==> src/common/gpio_params.svh <==
// Register indices, field positions, reset values and role codes of the GPIO block
`ifndef GPIO_PARAMS_SVH
`define GPIO_PARAMS_SVH

// Printed register indices; byte address on the bus is four times the index
`define FIRST_LEVEL_IDX 16'h0C00
`define FIRST_ROLES_IDX 16'h0C02
`define SECOND_LEVEL_IDX 16'h0C04
`define SECOND_ROLES_IDX 16'h0C06

// Pins per port and field positions inside a register word
`define PINS_PER_PORT 4
`define LEVEL_LSB 4
`define LEVEL_MSB 7
`define ROLES_LSB 8
`define ROLES_MSB 15
`define ROLE_BITS 2

// Reset values
`define LEVEL_RESET 4'h0
`define ROLES_RESET 8'h00
`define READ_IDLE 32'h0000_0000

// Role field encodings
`define ROLE_CODE_INPUT 2'h0
`define ROLE_CODE_ALT 2'h1
`define ROLE_CODE_OUTPUT 2'h2
`define ROLE_CODE_RSVD 2'h3

// Pins for which alternate function one exists (bit 0 is pin 4)
`define FIRST_ALT_PINS 4'hE
`define SECOND_ALT_PINS 4'h8

`endif

==> src/common/gpio_pkg.sv <==
// Types shared by the GPIO block: bus carriers, pad bundles and pin roles
package gpio_pkg;

  // Avalon-MM request from the master
  typedef struct packed {
    logic [15:0] address;
    logic read;
    logic write;
    logic [31:0] writedata;
    logic [3:0] byteenable;
  } avs_req_t;

  // Avalon-MM answer to the master
  typedef struct packed {
    logic [31:0] readdata;
    logic waitrequest;
  } avs_rsp_t;

  // Four pad drivers: level to drive and driver enable
  typedef struct packed {
    logic [3:0] level;
    logic [3:0] enable;
  } nibble_drive_t;

  // Decoded role of one pin
  typedef enum logic [1:0] {
    ROLE_INPUT,
    ROLE_ALT,
    ROLE_OUTPUT,
    ROLE_RSVD
  } pin_role_t;

  // Bus handshake state
  typedef enum logic {
    BUS_IDLE,
    BUS_ANSWER
  } bus_state_t;

endpackage

==> src/rtl/pin_sync.sv <==
// Two-flop synchroniser for the four pad levels of one port
`timescale 1ns/1ps
`include "gpio_params.svh"

module pin_sync
  import gpio_pkg::*;
(
  input wire logic clk_in,
  input wire logic reset_in,
  input wire logic ce_in,
  input wire logic [3:0] pins_in,
  output logic [3:0] level_out
);

  logic [3:0] meta_ff;
  logic [3:0] stable_ff;
  logic [3:0] nxt_meta;
  logic [3:0] nxt_stable;

  // First stage feeds only the second stage
  always_comb begin
    nxt_meta = meta_ff;
    nxt_stable = stable_ff;
    if (ce_in) begin
      nxt_meta = pins_in;
      nxt_stable = meta_ff;
    end
  end

  // Clears to low so reads after reset see a known level
  always_ff @(posedge clk_in) begin
    if (reset_in) begin
      meta_ff <= `LEVEL_RESET;
      stable_ff <= `LEVEL_RESET;
    end else begin
      meta_ff <= nxt_meta;
      stable_ff <= nxt_stable;
    end
  end

  assign level_out = stable_ff;

endmodule

==> src/rtl/dual_nibble_gpio_port.sv <==
// GPIO for pins 7..4 of two ports, shared with alternate functions, on Avalon-MM
//
// Summary of operation
// - First-port pins 7..5 and second-port pin 7 are shared with an on-chip function; the role field picks who owns the pad.
// - The first port level register keeps pins 7..4 in bits 7-4, bits 3-0 and the upper byte unused.
// - A first-port input pin reads back as its sampled pad level, one meaning high.
// - A first-port output pin reads back as the stored register bit, not the pad.
// - A first-port output pin drives the written bit, one high and zero low.
// - The first port role register holds two bits per pin in bits 15-8, pin 4 in bits 9-8.
// - Role code 00 is input and the reset value, 01 alternate one, 10 output, 11 unused.
// - The second port level register keeps pins 7..4 in bits 7-4, bits 3-0 reading zero.
// - A second-port pin reads as its pad level as input and its stored bit as output.
// - A second-port output pin drives the written bit, one giving high.
// - The second port role register holds two bits per pin in the upper byte, lower byte unused.
// - Second-port role codes decode exactly as the first port's do.
//
// The Avalon-MM interface to the registers was chosen for this implementation.
`timescale 1ns/1ps
`include "gpio_params.svh"

module dual_nibble_gpio_port
  import gpio_pkg::*;
(
  input wire logic clk_in,
  input wire logic reset_in,
  input wire logic ce_in,
  input wire avs_req_t avs_req_in,
  output avs_rsp_t avs_rsp_out,
  input wire logic [3:0] first_port_pins_in,
  input wire logic [3:0] second_port_pins_in,
  input wire nibble_drive_t first_port_alt_in,
  input wire nibble_drive_t second_port_alt_in,
  output nibble_drive_t first_port_pads_out,
  output nibble_drive_t second_port_pads_out,
  output logic [3:0] first_port_alt_sense_out,
  output logic [3:0] second_port_alt_sense_out,
  output logic [3:0] first_port_alt_sel_out,
  output logic [3:0] second_port_alt_sel_out
);

  // Byte addresses: index shifted by two, bus words are 32 bits
  // Printed role offsets 0C02 and 0C06 are not word multiples, hence the index scaling
  localparam logic [15:0] FIRST_LEVEL_ADDR = 16'(`FIRST_LEVEL_IDX << 2);
  localparam logic [15:0] FIRST_ROLES_ADDR = 16'(`FIRST_ROLES_IDX << 2);
  localparam logic [15:0] SECOND_LEVEL_ADDR = 16'(`SECOND_LEVEL_IDX << 2);
  localparam logic [15:0] SECOND_ROLES_ADDR = 16'(`SECOND_ROLES_IDX << 2);

  // Set where the pin has an alternate function; elsewhere that role is refused
  localparam logic [1:0][3:0] ALT_PINS = {`SECOND_ALT_PINS, `FIRST_ALT_PINS};

  // Role code to role; 11 is kept apart so it can be parked safely
  function automatic pin_role_t role_of(input logic [1:0] code);
    pin_role_t role;
    role = ROLE_RSVD;
    unique case (code)
      `ROLE_CODE_INPUT: role = ROLE_INPUT;
      `ROLE_CODE_ALT: role = ROLE_ALT;
      `ROLE_CODE_OUTPUT: role = ROLE_OUTPUT;
      `ROLE_CODE_RSVD: role = ROLE_RSVD;
    endcase
    return role;
  endfunction

  // Role field of pin i (pin 4 is i = 0) inside an eight-bit role byte
  function automatic pin_role_t pin_role(input logic [7:0] roles, input int unsigned i);
    logic [1:0] code;
    code = roles[2 * i +: `ROLE_BITS];
    return role_of(code);
  endfunction

  // Register select; a misaligned address never matches, as all targets are words
  function automatic logic reg_hit(input logic [15:0] addr, input logic [15:0] target);
    logic aligned;
    aligned = (addr[1:0] == 2'h0);
    return aligned && (addr == target);
  endfunction

  // Bus handshake state
  bus_state_t state_ff;
  bus_state_t nxt_state;
  logic [31:0] rdata_ff;
  logic [31:0] nxt_rdata;

  // Register file: one level nibble and one role byte per port
  logic [1:0][3:0] level_ff;
  logic [1:0][3:0] nxt_level;
  logic [1:0][7:0] roles_ff;
  logic [1:0][7:0] nxt_roles;

  // Pad side state
  logic [1:0][3:0] pad_level_ff;
  logic [1:0][3:0] nxt_pad_level;
  logic [1:0][3:0] pad_enable_ff;
  logic [1:0][3:0] nxt_pad_enable;
  logic [1:0][3:0] alt_sel_ff;
  logic [1:0][3:0] nxt_alt_sel;

  // Combinational helpers; the vectors are nets, since each bit has its own driver
  wire logic [1:0][3:0] sensed;
  wire logic [1:0][3:0] readback;
  wire logic [1:0][3:0] alt_level;
  wire logic [1:0][3:0] alt_enable;
  wire logic [1:0] hit_level;
  wire logic [1:0] hit_roles;
  logic answer_now;
  logic wr_commit;
  logic level_lane;
  logic roles_lane;

  // Pad levels come from another domain, so each passes two flops
  pin_sync first_sync (
    .clk_in(clk_in),
    .reset_in(reset_in),
    .ce_in(ce_in),
    .pins_in(first_port_pins_in),
    .level_out(sensed[0])
  );

  pin_sync second_sync (
    .clk_in(clk_in),
    .reset_in(reset_in),
    .ce_in(ce_in),
    .pins_in(second_port_pins_in),
    .level_out(sensed[1])
  );

  // Alternate function drive, split per port
  assign alt_level[0] = first_port_alt_in.level;
  assign alt_level[1] = second_port_alt_in.level;
  assign alt_enable[0] = first_port_alt_in.enable;
  assign alt_enable[1] = second_port_alt_in.enable;

  // Address decode; misaligned or unmapped addresses hit nothing
  assign hit_level[0] = reg_hit(avs_req_in.address, FIRST_LEVEL_ADDR);
  assign hit_roles[0] = reg_hit(avs_req_in.address, FIRST_ROLES_ADDR);
  assign hit_level[1] = reg_hit(avs_req_in.address, SECOND_LEVEL_ADDR);
  assign hit_roles[1] = reg_hit(avs_req_in.address, SECOND_ROLES_ADDR);

  // Byte lanes: lane 0 carries levels, lane 1 roles, lanes 2 and 3 are ignored
  assign level_lane = avs_req_in.byteenable[0];
  assign roles_lane = avs_req_in.byteenable[1];

  // Answer counts only while enabled, so a frozen cycle also holds the master off
  assign answer_now = ce_in && (state_ff == BUS_ANSWER);

  // Write lands at the edge where waitrequest is seen low
  assign wr_commit = answer_now && avs_req_in.write;

  // Per pin readback: stored bit for outputs, pad level otherwise
  // Alternate-role pins also read the pad, as their function owns it
  generate
    for (genvar p = 0; p < 2; p++) begin : g_port
      for (genvar i = 0; i < `PINS_PER_PORT; i++) begin : g_pin
        assign readback[p][i] = (pin_role(roles_ff[p], i) == ROLE_OUTPUT) ?
          level_ff[p][i] : sensed[p][i];
      end
    end
  endgenerate

  // Bus handshake: one wait cycle, then the answer cycle
  always_comb begin
    nxt_state = state_ff;
    nxt_rdata = rdata_ff;
    if (ce_in) begin
      unique case (state_ff)
        BUS_IDLE: begin
          if (avs_req_in.read || avs_req_in.write) begin
            nxt_state = BUS_ANSWER;
          end
          // Read word is caught here so it is a flop during the answer
          nxt_rdata = `READ_IDLE;
          if (avs_req_in.read) begin
            for (int p = 0; p < 2; p++) begin
              if (hit_level[p]) begin
                nxt_rdata[`LEVEL_MSB:`LEVEL_LSB] = readback[p];
              end
              if (hit_roles[p]) begin
                nxt_rdata[`ROLES_MSB:`ROLES_LSB] = roles_ff[p];
              end
            end
          end
        end
        BUS_ANSWER: begin
          // Request must drop before the next edge or it is taken again
          nxt_state = BUS_IDLE;
        end
      endcase
    end
  end

  // Bus state and captured read word, cleared so a stray sample sees zero
  always_ff @(posedge clk_in) begin
    if (reset_in) begin
      state_ff <= BUS_IDLE;
      rdata_ff <= `READ_IDLE;
    end else begin
      state_ff <= nxt_state;
      rdata_ff <= nxt_rdata;
    end
  end

  // Waitrequest is high except in an enabled answer cycle, also while idle
  assign avs_rsp_out.waitrequest = !answer_now;
  assign avs_rsp_out.readdata = rdata_ff;

  // Register writes with byte enables; lane 0 levels, lane 1 roles
  always_comb begin
    nxt_level = level_ff;
    nxt_roles = roles_ff;
    if (wr_commit) begin
      for (int p = 0; p < 2; p++) begin
        // Stored in any role so a later switch to output drives it
        if (hit_level[p] && level_lane) begin
          nxt_level[p] = avs_req_in.writedata[`LEVEL_MSB:`LEVEL_LSB];
        end
        // Role bits keep any code written, even one that parks the pad
        if (hit_roles[p] && roles_lane) begin
          nxt_roles[p] = avs_req_in.writedata[`ROLES_MSB:`ROLES_LSB];
        end
      end
    end
  end

  // Register file; levels reset low so a fresh output starts low
  always_ff @(posedge clk_in) begin
    if (reset_in) begin
      level_ff <= {2{`LEVEL_RESET}};
      roles_ff <= {2{`ROLES_RESET}};
    end else begin
      level_ff <= nxt_level;
      roles_ff <= nxt_roles;
    end
  end

  // Pad multiplexer: owner of each pad follows its role field
  always_comb begin
    nxt_pad_level = pad_level_ff;
    nxt_pad_enable = pad_enable_ff;
    nxt_alt_sel = alt_sel_ff;
    if (ce_in) begin
      for (int p = 0; p < 2; p++) begin
        for (int i = 0; i < `PINS_PER_PORT; i++) begin
          nxt_pad_level[p][i] = 1'b0;
          nxt_pad_enable[p][i] = 1'b0;
          nxt_alt_sel[p][i] = 1'b0;
          unique case (pin_role(roles_ff[p], i))
            ROLE_INPUT: begin
              nxt_pad_enable[p][i] = 1'b0;
            end
            ROLE_OUTPUT: begin
              nxt_pad_level[p][i] = level_ff[p][i];
              nxt_pad_enable[p][i] = 1'b1;
            end
            ROLE_ALT: begin
              // Pins with no alternate function stay released
              if (ALT_PINS[p][i]) begin
                nxt_pad_level[p][i] = alt_level[p][i];
                nxt_pad_enable[p][i] = alt_enable[p][i];
                nxt_alt_sel[p][i] = 1'b1;
              end
            end
            ROLE_RSVD: begin
              // Unused code parks the pad as an input
              nxt_pad_enable[p][i] = 1'b0;
            end
          endcase
        end
      end
    end
  end

  // Registered pads cost one cycle but keep glitches off the board
  // Reset releases every pad before software sets a role
  always_ff @(posedge clk_in) begin
    if (reset_in) begin
      pad_level_ff <= {2{`LEVEL_RESET}};
      pad_enable_ff <= {2{`LEVEL_RESET}};
      alt_sel_ff <= {2{`LEVEL_RESET}};
    end else begin
      pad_level_ff <= nxt_pad_level;
      pad_enable_ff <= nxt_pad_enable;
      alt_sel_ff <= nxt_alt_sel;
    end
  end

  // Outputs toward pads and toward the alternate functions
  // Sense shows the pad in every role; the function decides whether to use it
  assign first_port_pads_out.level = pad_level_ff[0];
  assign first_port_pads_out.enable = pad_enable_ff[0];
  assign second_port_pads_out.level = pad_level_ff[1];
  assign second_port_pads_out.enable = pad_enable_ff[1];
  assign first_port_alt_sense_out = sensed[0];
  assign second_port_alt_sense_out = sensed[1];
  assign first_port_alt_sel_out = alt_sel_ff[0];
  assign second_port_alt_sel_out = alt_sel_ff[1];

endmodule

==> config.mk <==
export PLATFORM = sky130hd
export DESIGN_NAME = dual_nibble_gpio_port
export DESIGN_NICKNAME = d
export VERILOG_FILES = /design/src/common/gpio_pkg.sv /design/src/rtl/pin_sync.sv /design/src/rtl/dual_nibble_gpio_port.sv
export VERILOG_INCLUDE_DIRS = /design/src /design/src/common
export SDC_FILE = /design/constraint.sdc
export NUM_CORES = 1
export LEC_CHECK = 0
export BUFFER_PORTS_ARGS = -buffer_cell sky130_fd_sc_hd__buf_2
export CAP_MARGIN = 20
export CELL_PAD_IN_SITES_DETAIL_PLACEMENT = 0
export CELL_PAD_IN_SITES_GLOBAL_PLACEMENT = 1
export CORE_ASPECT_RATIO = 0.5
export CORE_MARGIN = 4
export CORE_UTILIZATION = 30
export CTS_CLUSTER_SIZE = 40
export DETAILED_ROUTE_END_ITERATION = 8
export PLACE_DENSITY_LB_ADDON = 0.1
export REMOVE_ABC_BUFFERS = 1
export SLEW_MARGIN = 20
export SYNTH_ARGS = -nofsm -noshare
export SYNTH_HDL_FRONTEND = slang
export SYNTH_HIERARCHICAL = 1
export SYNTH_SLANG_ARGS = --single-unit
export TNS_END_PERCENT = 1
==> constraint.sdc <==
create_clock -name clk_in -period 1.75 [get_ports clk_in]
set_clock_uncertainty 0.15 [all_clocks]
set_input_delay 0.35 -clock clk_in [delete_from_list [all_inputs] [get_ports clk_in]]
set_output_delay 0.35 -clock clk_in [all_outputs]
set_load 0.02 [all_outputs]
==> flow_summary_export.csv, run 1 <==
group,metric,value,unit
status,outcome,"finished clean",
clocking,tritoncts,"built",
route,drc,0,
floorplanning,dieArea,13180,sq um
global_routing,use_met2,21.80,%
floorplanning,floorplan.core_area,11010,sq um
floorplanning,io-pin-count,146,
global_routing,number_of_global_route_vias_before_repair,2847,
sta,final_min_period,1.652,ns
sta,whs,0.1073,ns
critical_path,worst_path_largest_cell_delay,0.42,ns
sta,report.final.hold_viol_count,0,
finish,area_delta_synth_final,27.77,%
critical_path,cp_common_cell,"sky130_fd_sc_hd__or3_1",
clocking,cts.reportedPaths.clkPinSlew,0.06,ns
critical_path,arrival,1.69,ns
critical_path,critical_path_class,"in -> reg",
hold_path,holdCritPathClass,"in -> reg",
clocking,clock_sink_count,73,
floorplanning,initial_core_utilization,30.81,%
synth,ys_types,40,
route,wl_per_instance,14.78,um
placement,port_buffers,91,
placement,finalWeightedCongestion,0.7376,
critical_path,cp_data_required_time,1.79,ns
finish,finish.net_count,586,
finish,final_core_util,39.37,%
critical_path,worst_path_max_delay_cell,"sky130_fd_sc_hd__or3_1",
route,finalWirelength,9502,um
global_routing,grt_start_max_net_pins,34,
synth,most_frequent_cell_after_synthesis,"sky130_fd_sc_hd__dfxtp_1",
synth,synth.ff_latch_count,73,
finish,number_of_inserted_diodes,0,
floorplanning,die_y,83.21,um
synth,synth_instances,386,
global_routing,initial_antenna_violation_count,0,
finish,final-instance-count-excl-fill,643,
synth,synth_enable_flop_cells,0,
critical_path,cp_capture_type,"flip-flop",
synth,synth.cell_area,3393,sq um
clocking,cts_inserted_buffers,9,
clocking,post_cts.resized_instances,0,
synth,yosys_warnings,6,
global_routing,met3_usage,4.269,%
clocking,clock_latency,0.33,ns
synth,avgSynthCellArea,8.791,sq um
floorplanning,core.rowCount,27,
floorplanning,horizontal_die_dimension,158.4,um
clocking,cts_hold_buffers,0,
clocking,clock_tree.buffer_depth,2,
synth,synthTopCellsByCount,"sky130_fd_sc_hd__dfxtp_1 (73), sky130_fd_sc_hd__nor2_1 (39), sky130_fd_sc_hd__a21oi_1 (36), sky130_fd_sc_hd__mux2i_1 (27), sky130_fd_sc_hd__o21ai_0 (27)",
synth,synth_top_area_share,43.07,%
critical_path,crit_path_cell_trace,"buf_2 -> or3_1 -> or3_1 -> buf_4 -> o21ai_0 -> a21oi_1",
sta,fin_crit_sh,94.39,%
job,maxcap_viol_count,0,
critical_path,cp_max_fo,12,
placement,detailedPlacementHpwl,7168,um
synth,leading_area_contributor_after_synthesis,"sky130_fd_sc_hd__dfxtp_1",
clocking,cts_setup_buffers,0,
clocking,clockRootBuffer,"sky130_fd_sc_hd__clkbuf_16",
synth,asyncSetResetFlopFracSynth,0,%
synth,yosys_most_used_dff,"sky130_fd_sc_hd__dfxtp_1",
power_and_ir_drop,power-per-cell-area,841.7,nW/um^2
global_routing,grt_use_total,14.55,%
power_and_ir_drop,p_leak,1.848,nW
route,routed_via_density,4.607,
route,route.antenna.remaining_nets,0,
synth,synth.top_cells.by_area,"sky130_fd_sc_hd__dfxtp_1 (43%), sky130_fd_sc_hd__mux2i_1 (8.0%), sky130_fd_sc_hd__buf_4 (5.5%)",
critical_path,type_of_element_launching_the_critical_path,"input pin",
global_routing,grt_busiest_layer,"met2",
route,dr_total_vias,2962,
sta,rsz0062_at_grt,"no",
clocking,htree_levels,3,
global_routing,met1_usage,20.58,%
route,initialDrtViolationCount,175,
sta,setup_viol,0,
synth,synth_seq_area_share,43.07,%
global_routing,grt_first_pass_wirelength,15020,um
placement,placedCellCount,631,
finish,drive_gt1_share,30.32,%
route,drt-pass1-iter-count,4,
sta,max_freq,605.4,MHz
power_and_ir_drop,ir_drop,0.0004325,V
sta,final_max_slew_viol_count,0,
global_routing,grt_overflow_total,0,
[worst max-delay path, delay by kind of cell]
family / cells / cell delay, ns
compound gates: 2 / 0.27
simple gates: 2 / 0.78
buf+inv: 2 / 0.29
[metal layers]
layer  share of wire, %  wire [um]  up-vias
met5                  0          0        -
met3                6.4        607        6
met2                 43       4102       84
li1                   -          -     1536
met1                 50       4719     1336
met4               0.77         73        0
[worst paths after layout]
kind	start	end	slack [ns]	depth (start not counted)
worst min-delay path	first_port_pins_in[3]	first_sync/meta_ff[3]$_SDFFE_PP0P_	0.11	3
worst max-delay path	avs_req_in[43]	roles_ff[3]$_SDFFE_PP0P_	0.1	6
worst max register to register	state_ff$_SDFFE_PP0P_	rdata_ff[8]$_SDFFE_PP0P_	0.17	5
worst min register to register	rdata_ff[9]$_SDFFE_PP0P_	rdata_ff[9]$_SDFFE_PP0P_	0.29	2
[through the flow]
stage | worst slack (ns) | TNS [ns] | area, sq um | power, mW
6_report | 0.09811 | 0 | 4335 | 3.649
2_1_floorplan | -0.2189 | -2.962 | 3186 | 1.863
5_1_grt | 0.02120 | 0 | 4335 | 3.808
4_1_cts | 0.1055 | 0 | 4335 | 3.713
3_5_place_dp | -0.2410 | -5.529 | 4078 | 2.043
3_3_place_gp | -0.2140 | -5.281 | 4078 | 2.044
[registers in the layout, summed over array words and instances, names as in the netlist]
name	cells
second_port_pads_out	8
state_ff	1
second_sync/meta_ff	4
second_port_alt_sel_out	1
level_ff	8
first_port_alt_sel_out	3
second_sync/level_out	4
roles_ff	16
first_sync/meta_ff	4
first_sync/level_out	4
first_port_pads_out	8
rdata_ff	12
[cells by family after synthesis]
group | count (synthesis) | share of synthesized area, %
AND/OR/NAND/NOR | 121 | 19.40
AO/OA/AOI/OAI | 92 | 14.75
flip-flops | 73 | 43.07
buffers and inverters | 58 | 9.771
multiplexers | 33 | 9.956
adder cells (fa/ha/maj) | 8 | 2.950
other | 1 | 0.1105
[report_power, final]
group	leakage (nW)	switching (mW)	internal (mW)
Clock	0.129	0.643	1.00
Combinational	1.13	0.187	0.118
Sequential	0.591	0.0136	1.69
Total	1.85	0.844	2.81
[final cells by class]
type | instances | area (sq um)
Tap cell | 145 | 181.4
Clock buffer | 11 | 252.7
Fill cell | 1162 | 6678
Timing Repair Buffer | 125 | 710.7
Sequential cell | 73 | 1461
Clock inverter | 1 | 5.005
Multi-Input combinational cell | 278 | 1687
Inverter | 10 | 37.54
[cell usage in the layout (no fill, tap or decap), types with 3 or more instances in the layout]
| cell type | count |
|---|---|
| sky130_fd_sc_hd__nand3b_1 | 5 |
| sky130_fd_sc_hd__ha_1 | 8 |
| sky130_fd_sc_hd__a211oi_1 | 4 |
| sky130_fd_sc_hd__buf_2 | 91 |
| sky130_fd_sc_hd__dfxtp_1 | 73 |
| sky130_fd_sc_hd__nand3_1 | 25 |
| sky130_fd_sc_hd__mux2i_1 | 27 |
| sky130_fd_sc_hd__a21oi_1 | 36 |
| sky130_fd_sc_hd__nand2_1 | 14 |
| sky130_fd_sc_hd__nand4b_1 | 3 |
| sky130_fd_sc_hd__conb_1 | 24 |
| sky130_fd_sc_hd__nand4_1 | 4 |
| sky130_fd_sc_hd__mux2_2 | 6 |
| sky130_fd_sc_hd__clkbuf_16 | 9 |
| sky130_fd_sc_hd__nor2b_1 | 3 |
| sky130_fd_sc_hd__o21ai_1 | 10 |
| sky130_fd_sc_hd__inv_1 | 10 |
| sky130_fd_sc_hd__nor2_1 | 39 |
| sky130_fd_sc_hd__o21ai_0 | 27 |
| sky130_fd_sc_hd__buf_4 | 34 |
| sky130_fd_sc_hd__o22ai_1 | 8 |
| sky130_fd_sc_hd__nand2b_1 | 13 |
| sky130_fd_sc_hd__a22oi_1 | 4 |
No activity file was read; power rests on OpenSTA's default activity.
==> run 2, diff against run 1 <==
--- a/config.mk
+++ b/config.mk
@@ -10,7 +10,6 @@
 export CAP_MARGIN = 20
 export CELL_PAD_IN_SITES_DETAIL_PLACEMENT = 0
 export CELL_PAD_IN_SITES_GLOBAL_PLACEMENT = 1
-export CORE_ASPECT_RATIO = 0.5
 export CORE_MARGIN = 4
 export CORE_UTILIZATION = 30
 export CTS_CLUSTER_SIZE = 40
@@ -22,4 +21,4 @@
 export SYNTH_HDL_FRONTEND = slang
 export SYNTH_HIERARCHICAL = 1
 export SYNTH_SLANG_ARGS = --single-unit
-export TNS_END_PERCENT = 1
+export TNS_END_PERCENT = 20
==> flow_summary_export.csv, run 2 (same netlist as run 1, synthesis figures left out) <==
group,metric,value,unit
clocking,cts.reportedPaths.clkPinSlew,0.06,ns
global_routing,number_of_global_route_vias_before_repair,2892,
global_routing,grt_start_max_net_pins,35,
power_and_ir_drop,seq_power_share,43.6,%
power_and_ir_drop,power.combinational.fraction,8.0,%
finish,largest_register_ffs,16,
placement,placedCellCount,622,
global_routing,grt_overflow_total,0,
critical_path,crit_path_cell_trace,"buf_2 -> or3_1 -> or3_1 -> buf_4 -> o21ai_0 -> a21oi_1",
sta,setup_total_negative_slack,0,ns
sta,max_freq,606.5,MHz
power_and_ir_drop,switching_power,0.9021,mW
critical_path,worst_path_largest_cell_delay,0.43,ns
global_routing,grt_use_total,15.15,%
power_and_ir_drop,clockPowerShare,48.4,%
critical_path,cp_max_fo,6,
critical_path,worst-path-buf-inv,2,
floorplanning,initial_core_utilization,31.03,%
power_and_ir_drop,power-per-cell-area,889.3,nW/um^2
critical_path,cp_capture_type,"flip-flop",
placement,port_buffers,91,
finish,final-instance-count-excl-fill,638,
power_and_ir_drop,cell_internal_pwr,2.988,mW
status,outcome,"finished clean",
power_and_ir_drop,totalPowerFinal,3.890,mW
clocking,tritoncts,"built",
clocking,clock_sink_count,73,
critical_path,cp_common_cell,"sky130_fd_sc_hd__or3_1",
critical_path,critical-path-top-delay-family,"simple AND/OR/NAND/NOR gates",
sta,fin_crit_sh,94.21,%
power_and_ir_drop,p_leak,1.857,nW
clocking,cts_inserted_buffers,9,
clocking,clock_latency,0.33,ns
sta,final_min_period,1.649,ns
critical_path,arrival,1.69,ns
finish,number_of_inserted_diodes,0,
sta,setup_viol,0,
route,route.antenna.remaining_nets,0,
critical_path,critical_path_class,"in -> reg",
global_routing,initial_antenna_violation_count,0,
finish,drive_gt1_share,30.12,%
global_routing,grt_first_pass_wirelength,15070,um
finish,register_bank_with_the_most_flops,"roles_ff",
finish,area_delta_synth_final,28.91,%
route,routed_via_density,4.658,
floorplanning,floorplan.core_area,10940,sq um
finish,final_cell_mix,"sky130_fd_sc_hd__buf_2 (91), sky130_fd_sc_hd__dfxtp_1 (73), sky130_fd_sc_hd__nor2_1 (39)",
critical_path,worst_path_max_delay_cell,"sky130_fd_sc_hd__or3_1",
route,wl_per_instance,15.21,um
critical_path,type_of_element_launching_the_critical_path,"input pin",
route,initialDrtViolationCount,118,
sta,whs,0.1052,ns
clocking,cts_setup_buffers,0,
finish,final_core_util,40.00,%
clocking,post_cts.resized_instances,0,
critical_path,cp_data_required_time,1.80,ns
hold_path,holdCritPathClass,"in -> reg",
finish,reg.largest.list,"roles_ff: 16 flops, rdata_ff: 12 flops",
route,drt-pass1-iter-count,4,
placement,detailedPlacementHpwl,7132,um
sta,report.final.hold_viol_count,0,
placement,finalWeightedCongestion,0.7527,
floorplanning,core.rowCount,38,
clocking,cts_hold_buffers,0,
sta,final_max_slew_viol_count,0,
clocking,htree_levels,3,
job,maxcap_viol_count,0,
route,drc,0,
route,dr_total_vias,2972,
route,finalWirelength,9704,um
sta,rsz0062_at_grt,"no",
power_and_ir_drop,sw_frac_of_total,23.19,%
clocking,clockRootBuffer,"sky130_fd_sc_hd__clkbuf_16",
finish,most_frequent_standard_cell_in_the_layout_excluding_fill_and_tap_cells,"sky130_fd_sc_hd__buf_2",
clocking,clock_tree.buffer_depth,2,
finish,finish.net_count,582,
power_and_ir_drop,ir_drop,0.0003326,V
floorplanning,die_y,114.4,um
floorplanning,io-pin-count,146,
floorplanning,horizontal_die_dimension,114.4,um
floorplanning,dieArea,13080,sq um
==> run 2: cell types whose count changed in the layout (fill, tap and decap cells not counted) <==
cell                         previous run  this run
sky130_fd_sc_hd__bufinv_16              0         1
sky130_fd_sc_hd__clkinvlp_4             0         1
sky130_fd_sc_hd__clkbuf_1               0         1
sky130_fd_sc_hd__clkinv_4               0         1
sky130_fd_sc_hd__buf_4                 34        28
sky130_fd_sc_hd__buf_12                 0         2
==> run 2: path summary, 6_finish.rpt <==
kind | start | end | slack (ns) | cells past startpoint
max | avs_req_in[43] | roles_ff[4]$_SDFFE_PP0P_ | 0.10 | 6
min | second_port_pins_in[3] | second_sync/meta_ff[3]$_SDFFE_PP0P_ | 0.11 | 3
max reg2reg | state_ff$_SDFFE_PP0P_ | rdata_ff[4]$_SDFFE_PP0P_ | 0.21 | 4
min reg2reg | rdata_ff[9]$_SDFFE_PP0P_ | rdata_ff[9]$_SDFFE_PP0P_ | 0.30 | 2
==> run 2: cell type report <==
class                      count  area (sq um)
clock buffer                  12         256.5
clock inverter                 4         51.30
fill                        1189          6561
inverter                      10         37.54
multi-input combinational    278          1687
sequential                    73          1461
tap                          140         175.2
timing repair buffer         121         705.7
==> run 2: per-stage QoR <==
stage	instance area, sq um	worst slack (ns)
2_1_floorplan	3186	-0.2189
3_3_place_gp	4066	-0.2324
3_5_place_dp	4066	-0.2469
4_1_cts	4374	0.1005
5_1_grt	4374	0.003324
6_report	4374	0.1013
==> run 2: power groups by stage <==
stage	combinational, mW	sequential (mW)	clock (mW)
detailed placement	0.314	1.73	0
CTS	0.315	1.70	1.94
global route	0.340	1.70	2.03
finish	0.311	1.70	1.88
global placement	0.310	1.73	0
floorplan	0.119	1.74	0
==> run 2: worst min-delay path: stages <==
cell and delay (ns):
sky130_fd_sc_hd__buf_2 0.08, sky130_fd_sc_hd__mux2i_1 0.06, sky130_fd_sc_hd__nor2_1 0.07
==> run 2: routing by layer <==
metal | share of wire (%) | track usage (%) | vias to the layer above
li1 | - | - | 1527
met1 | 49 | 20.96 | 1351
met2 | 44 | 22.83 | 86
met3 | 5.9 | 4.228 | 8
met4 | 1.1 | 4.830 | 0
met5 | 0 | 0 | -
==> run 3, diff against run 2 <==
--- a/config.mk
+++ b/config.mk
@@ -15,6 +15,7 @@
 export CTS_CLUSTER_SIZE = 40
 export DETAILED_ROUTE_END_ITERATION = 8
 export PLACE_DENSITY_LB_ADDON = 0.1
+export RECOVER_POWER = 25
 export REMOVE_ABC_BUFFERS = 1
 export SLEW_MARGIN = 20
 export SYNTH_ARGS = -nofsm -noshare
==> flow_summary_export.csv, run 3 (same netlist as run 1, synthesis figures left out) <==
group,metric,value,unit
clocking,clock_tree.buffer_depth,2,
floorplanning,die_y,114.4,um
placement,port_buffers,91,
floorplanning,floorplan.core_area,10940,sq um
power_and_ir_drop,totalPowerFinal,3.887,mW
critical_path,r2r_start,"state_ff$_SDFFE_PP0P_",
clocking,cts_hold_buffers,0,
hold_path,holdCritPathClass,"in -> reg",
job,maxcap_viol_count,0,
sta,worst-slew-pin-transition,0.5197,ns
finish,finish.net_count,582,
global_routing,number_of_global_route_vias_before_repair,2892,
sta,report.final.hold_viol_count,0,
clocking,clock_latency,0.33,ns
clocking,tritoncts,"built",
route,wl_per_instance,15.28,um
finish,most_frequent_standard_cell_in_the_layout_excluding_fill_and_tap_cells,"sky130_fd_sc_hd__buf_2",
critical_path,worstSetupStartpoint,"avs_req_in[43]",
critical_path,critical-path-top-delay-family,"simple AND/OR/NAND/NOR gates",
clocking,clock_sink_count,73,
finish,drive_gt1_share,29.72,%
sta,setup_viol,0,
floorplanning,io-pin-count,146,
floorplanning,dieArea,13080,sq um
finish,largest_register_ffs,16,
hold_path,worst_hold_path.num_cells,3,
critical_path,worstRegToRegCells,4,
global_routing,grt_use_total,15.15,%
finish,number_of_inserted_diodes,0,
critical_path,crit_path_cell_trace,"buf_2 -> or3_1 -> or3_1 -> buf_4 -> o21ai_0 -> a21oi_1",
placement,finalWeightedCongestion,0.7527,
placement,placedInstanceArea,4066,sq um
critical_path,critical_path_class,"in -> reg",
sta,max_freq,607.4,MHz
power_and_ir_drop,ir_drop,0.0003330,V
hold_path,worstHoldStart,"second_port_pins_in[3]",
global_routing,grt_first_pass_wirelength,15070,um
global_routing,initial_antenna_violation_count,0,
clocking,clockRootBuffer,"sky130_fd_sc_hd__clkbuf_16",
route,finalWirelength,9746,um
critical_path,cp_data_required_time,1.80,ns
finish,area_delta_synth_final,28.39,%
route,route.antenna.remaining_nets,0,
finish,final_core_util,39.84,%
global_routing,grt_start_max_net_pins,35,
floorplanning,core.rowCount,38,
critical_path,worst-path-buf-inv,2,
critical_path,worst_path_largest_cell_delay,0.43,ns
sta,final_min_period,1.646,ns
placement,detailedPlacementHpwl,7132,um
status,outcome,"finished clean",
route,drt-pass1-iter-count,4,
critical_path,type_of_element_launching_the_critical_path,"input pin",
finish,register_bank_with_the_most_flops,"roles_ff",
finish,finish.instance_area,4357,sq um
clocking,cts_inserted_buffers,9,
finish,final_cell_mix,"sky130_fd_sc_hd__buf_2 (90), sky130_fd_sc_hd__dfxtp_1 (73), sky130_fd_sc_hd__nor2_1 (39)",
sta,final_max_slew_viol_count,0,
route,drc,0,
sta,setup_total_negative_slack,0,ns
critical_path,cp_capture_type,"flip-flop",
critical_path,cp_max_fo,6,
critical_path,arrival,1.69,ns
critical_path,cp_common_cell,"sky130_fd_sc_hd__or3_1",
route,dr_total_vias,2995,
power_and_ir_drop,p_leak,1.845,nW
global_routing,grt_overflow_total,0,
route,initialDrtViolationCount,135,
power_and_ir_drop,power-per-cell-area,892.1,nW/um^2
floorplanning,horizontal_die_dimension,114.4,um
route,routed_via_density,4.694,
clocking,cts.reportedPaths.clkPinSlew,0.06,ns
sta,whs,0.1053,ns
critical_path,timing.reg2reg.setup_slack,0.21,ns
sta,relSlewSlack,65.35,%
clocking,htree_levels,3,
critical_path,worst_path_max_delay_cell,"sky130_fd_sc_hd__or3_1",
floorplanning,initial_core_utilization,31.03,%
clocking,cts_setup_buffers,0,
critical_path,worst-path-stages,6,
finish,reg.largest.list,"roles_ff: 16 flops, rdata_ff: 12 flops",
sta,rsz0062_at_grt,"no",
clocking,post_cts.resized_instances,0,
sta,fin_crit_sh,94.08,%
## run 3: cell type report
cell class	instances	area (sq um)
clock inverters	4	51.30
clock buffers	12	256.5
inverters	10	37.54
multi-input cells	278	1687
flip-flops and latches	73	1461
well taps	140	175.2
fillers	1190	6579
repair buffers	121	688.2
## run 3: routing by layer
layer | GRT usage (%) | vias up | share of wire [%]
met5 | 0 | - | 0
met2 | 22.83 | 89 | 45
li1 | - | 1524 | -
met1 | 20.96 | 1374 | 48
met4 | 4.830 | 0 | 1.1
met3 | 4.228 | 8 | 5.8
## run 3: report_power, final
part	switching, mW	internal [mW]
Clock	0.701	1.18
Combinational	0.189	0.117
Sequential	0.0129	1.68
Total	0.903	2.98
## run 3: through the flow
step                setup slack (ns)  cells
global route                0.003324    638
finish                        0.1036    638
global placement             -0.2324    622
floorplan                    -0.2189    361
detailed placement           -0.2469    622
CTS                           0.1005    638
## run 3: worst paths after layout
check | end
worst max-delay path | roles_ff[4]$_SDFFE_PP0P_
worst min-delay path | second_sync/meta_ff[3]$_SDFFE_PP0P_
worst max register to register | rdata_ff[4]$_SDFFE_PP0P_
worst min register to register | rdata_ff[9]$_SDFFE_PP0P_
## run 3: worst reg2reg max path, cell delays in order, from the launching register on
cell and delay (ns):
sky130_fd_sc_hd__dfxtp_1 0.33, sky130_fd_sc_hd__nor2b_1 0.15, sky130_fd_sc_hd__nand3b_1 0.12, sky130_fd_sc_hd__or4_4 0.47, sky130_fd_sc_hd__o31ai_1 0.24
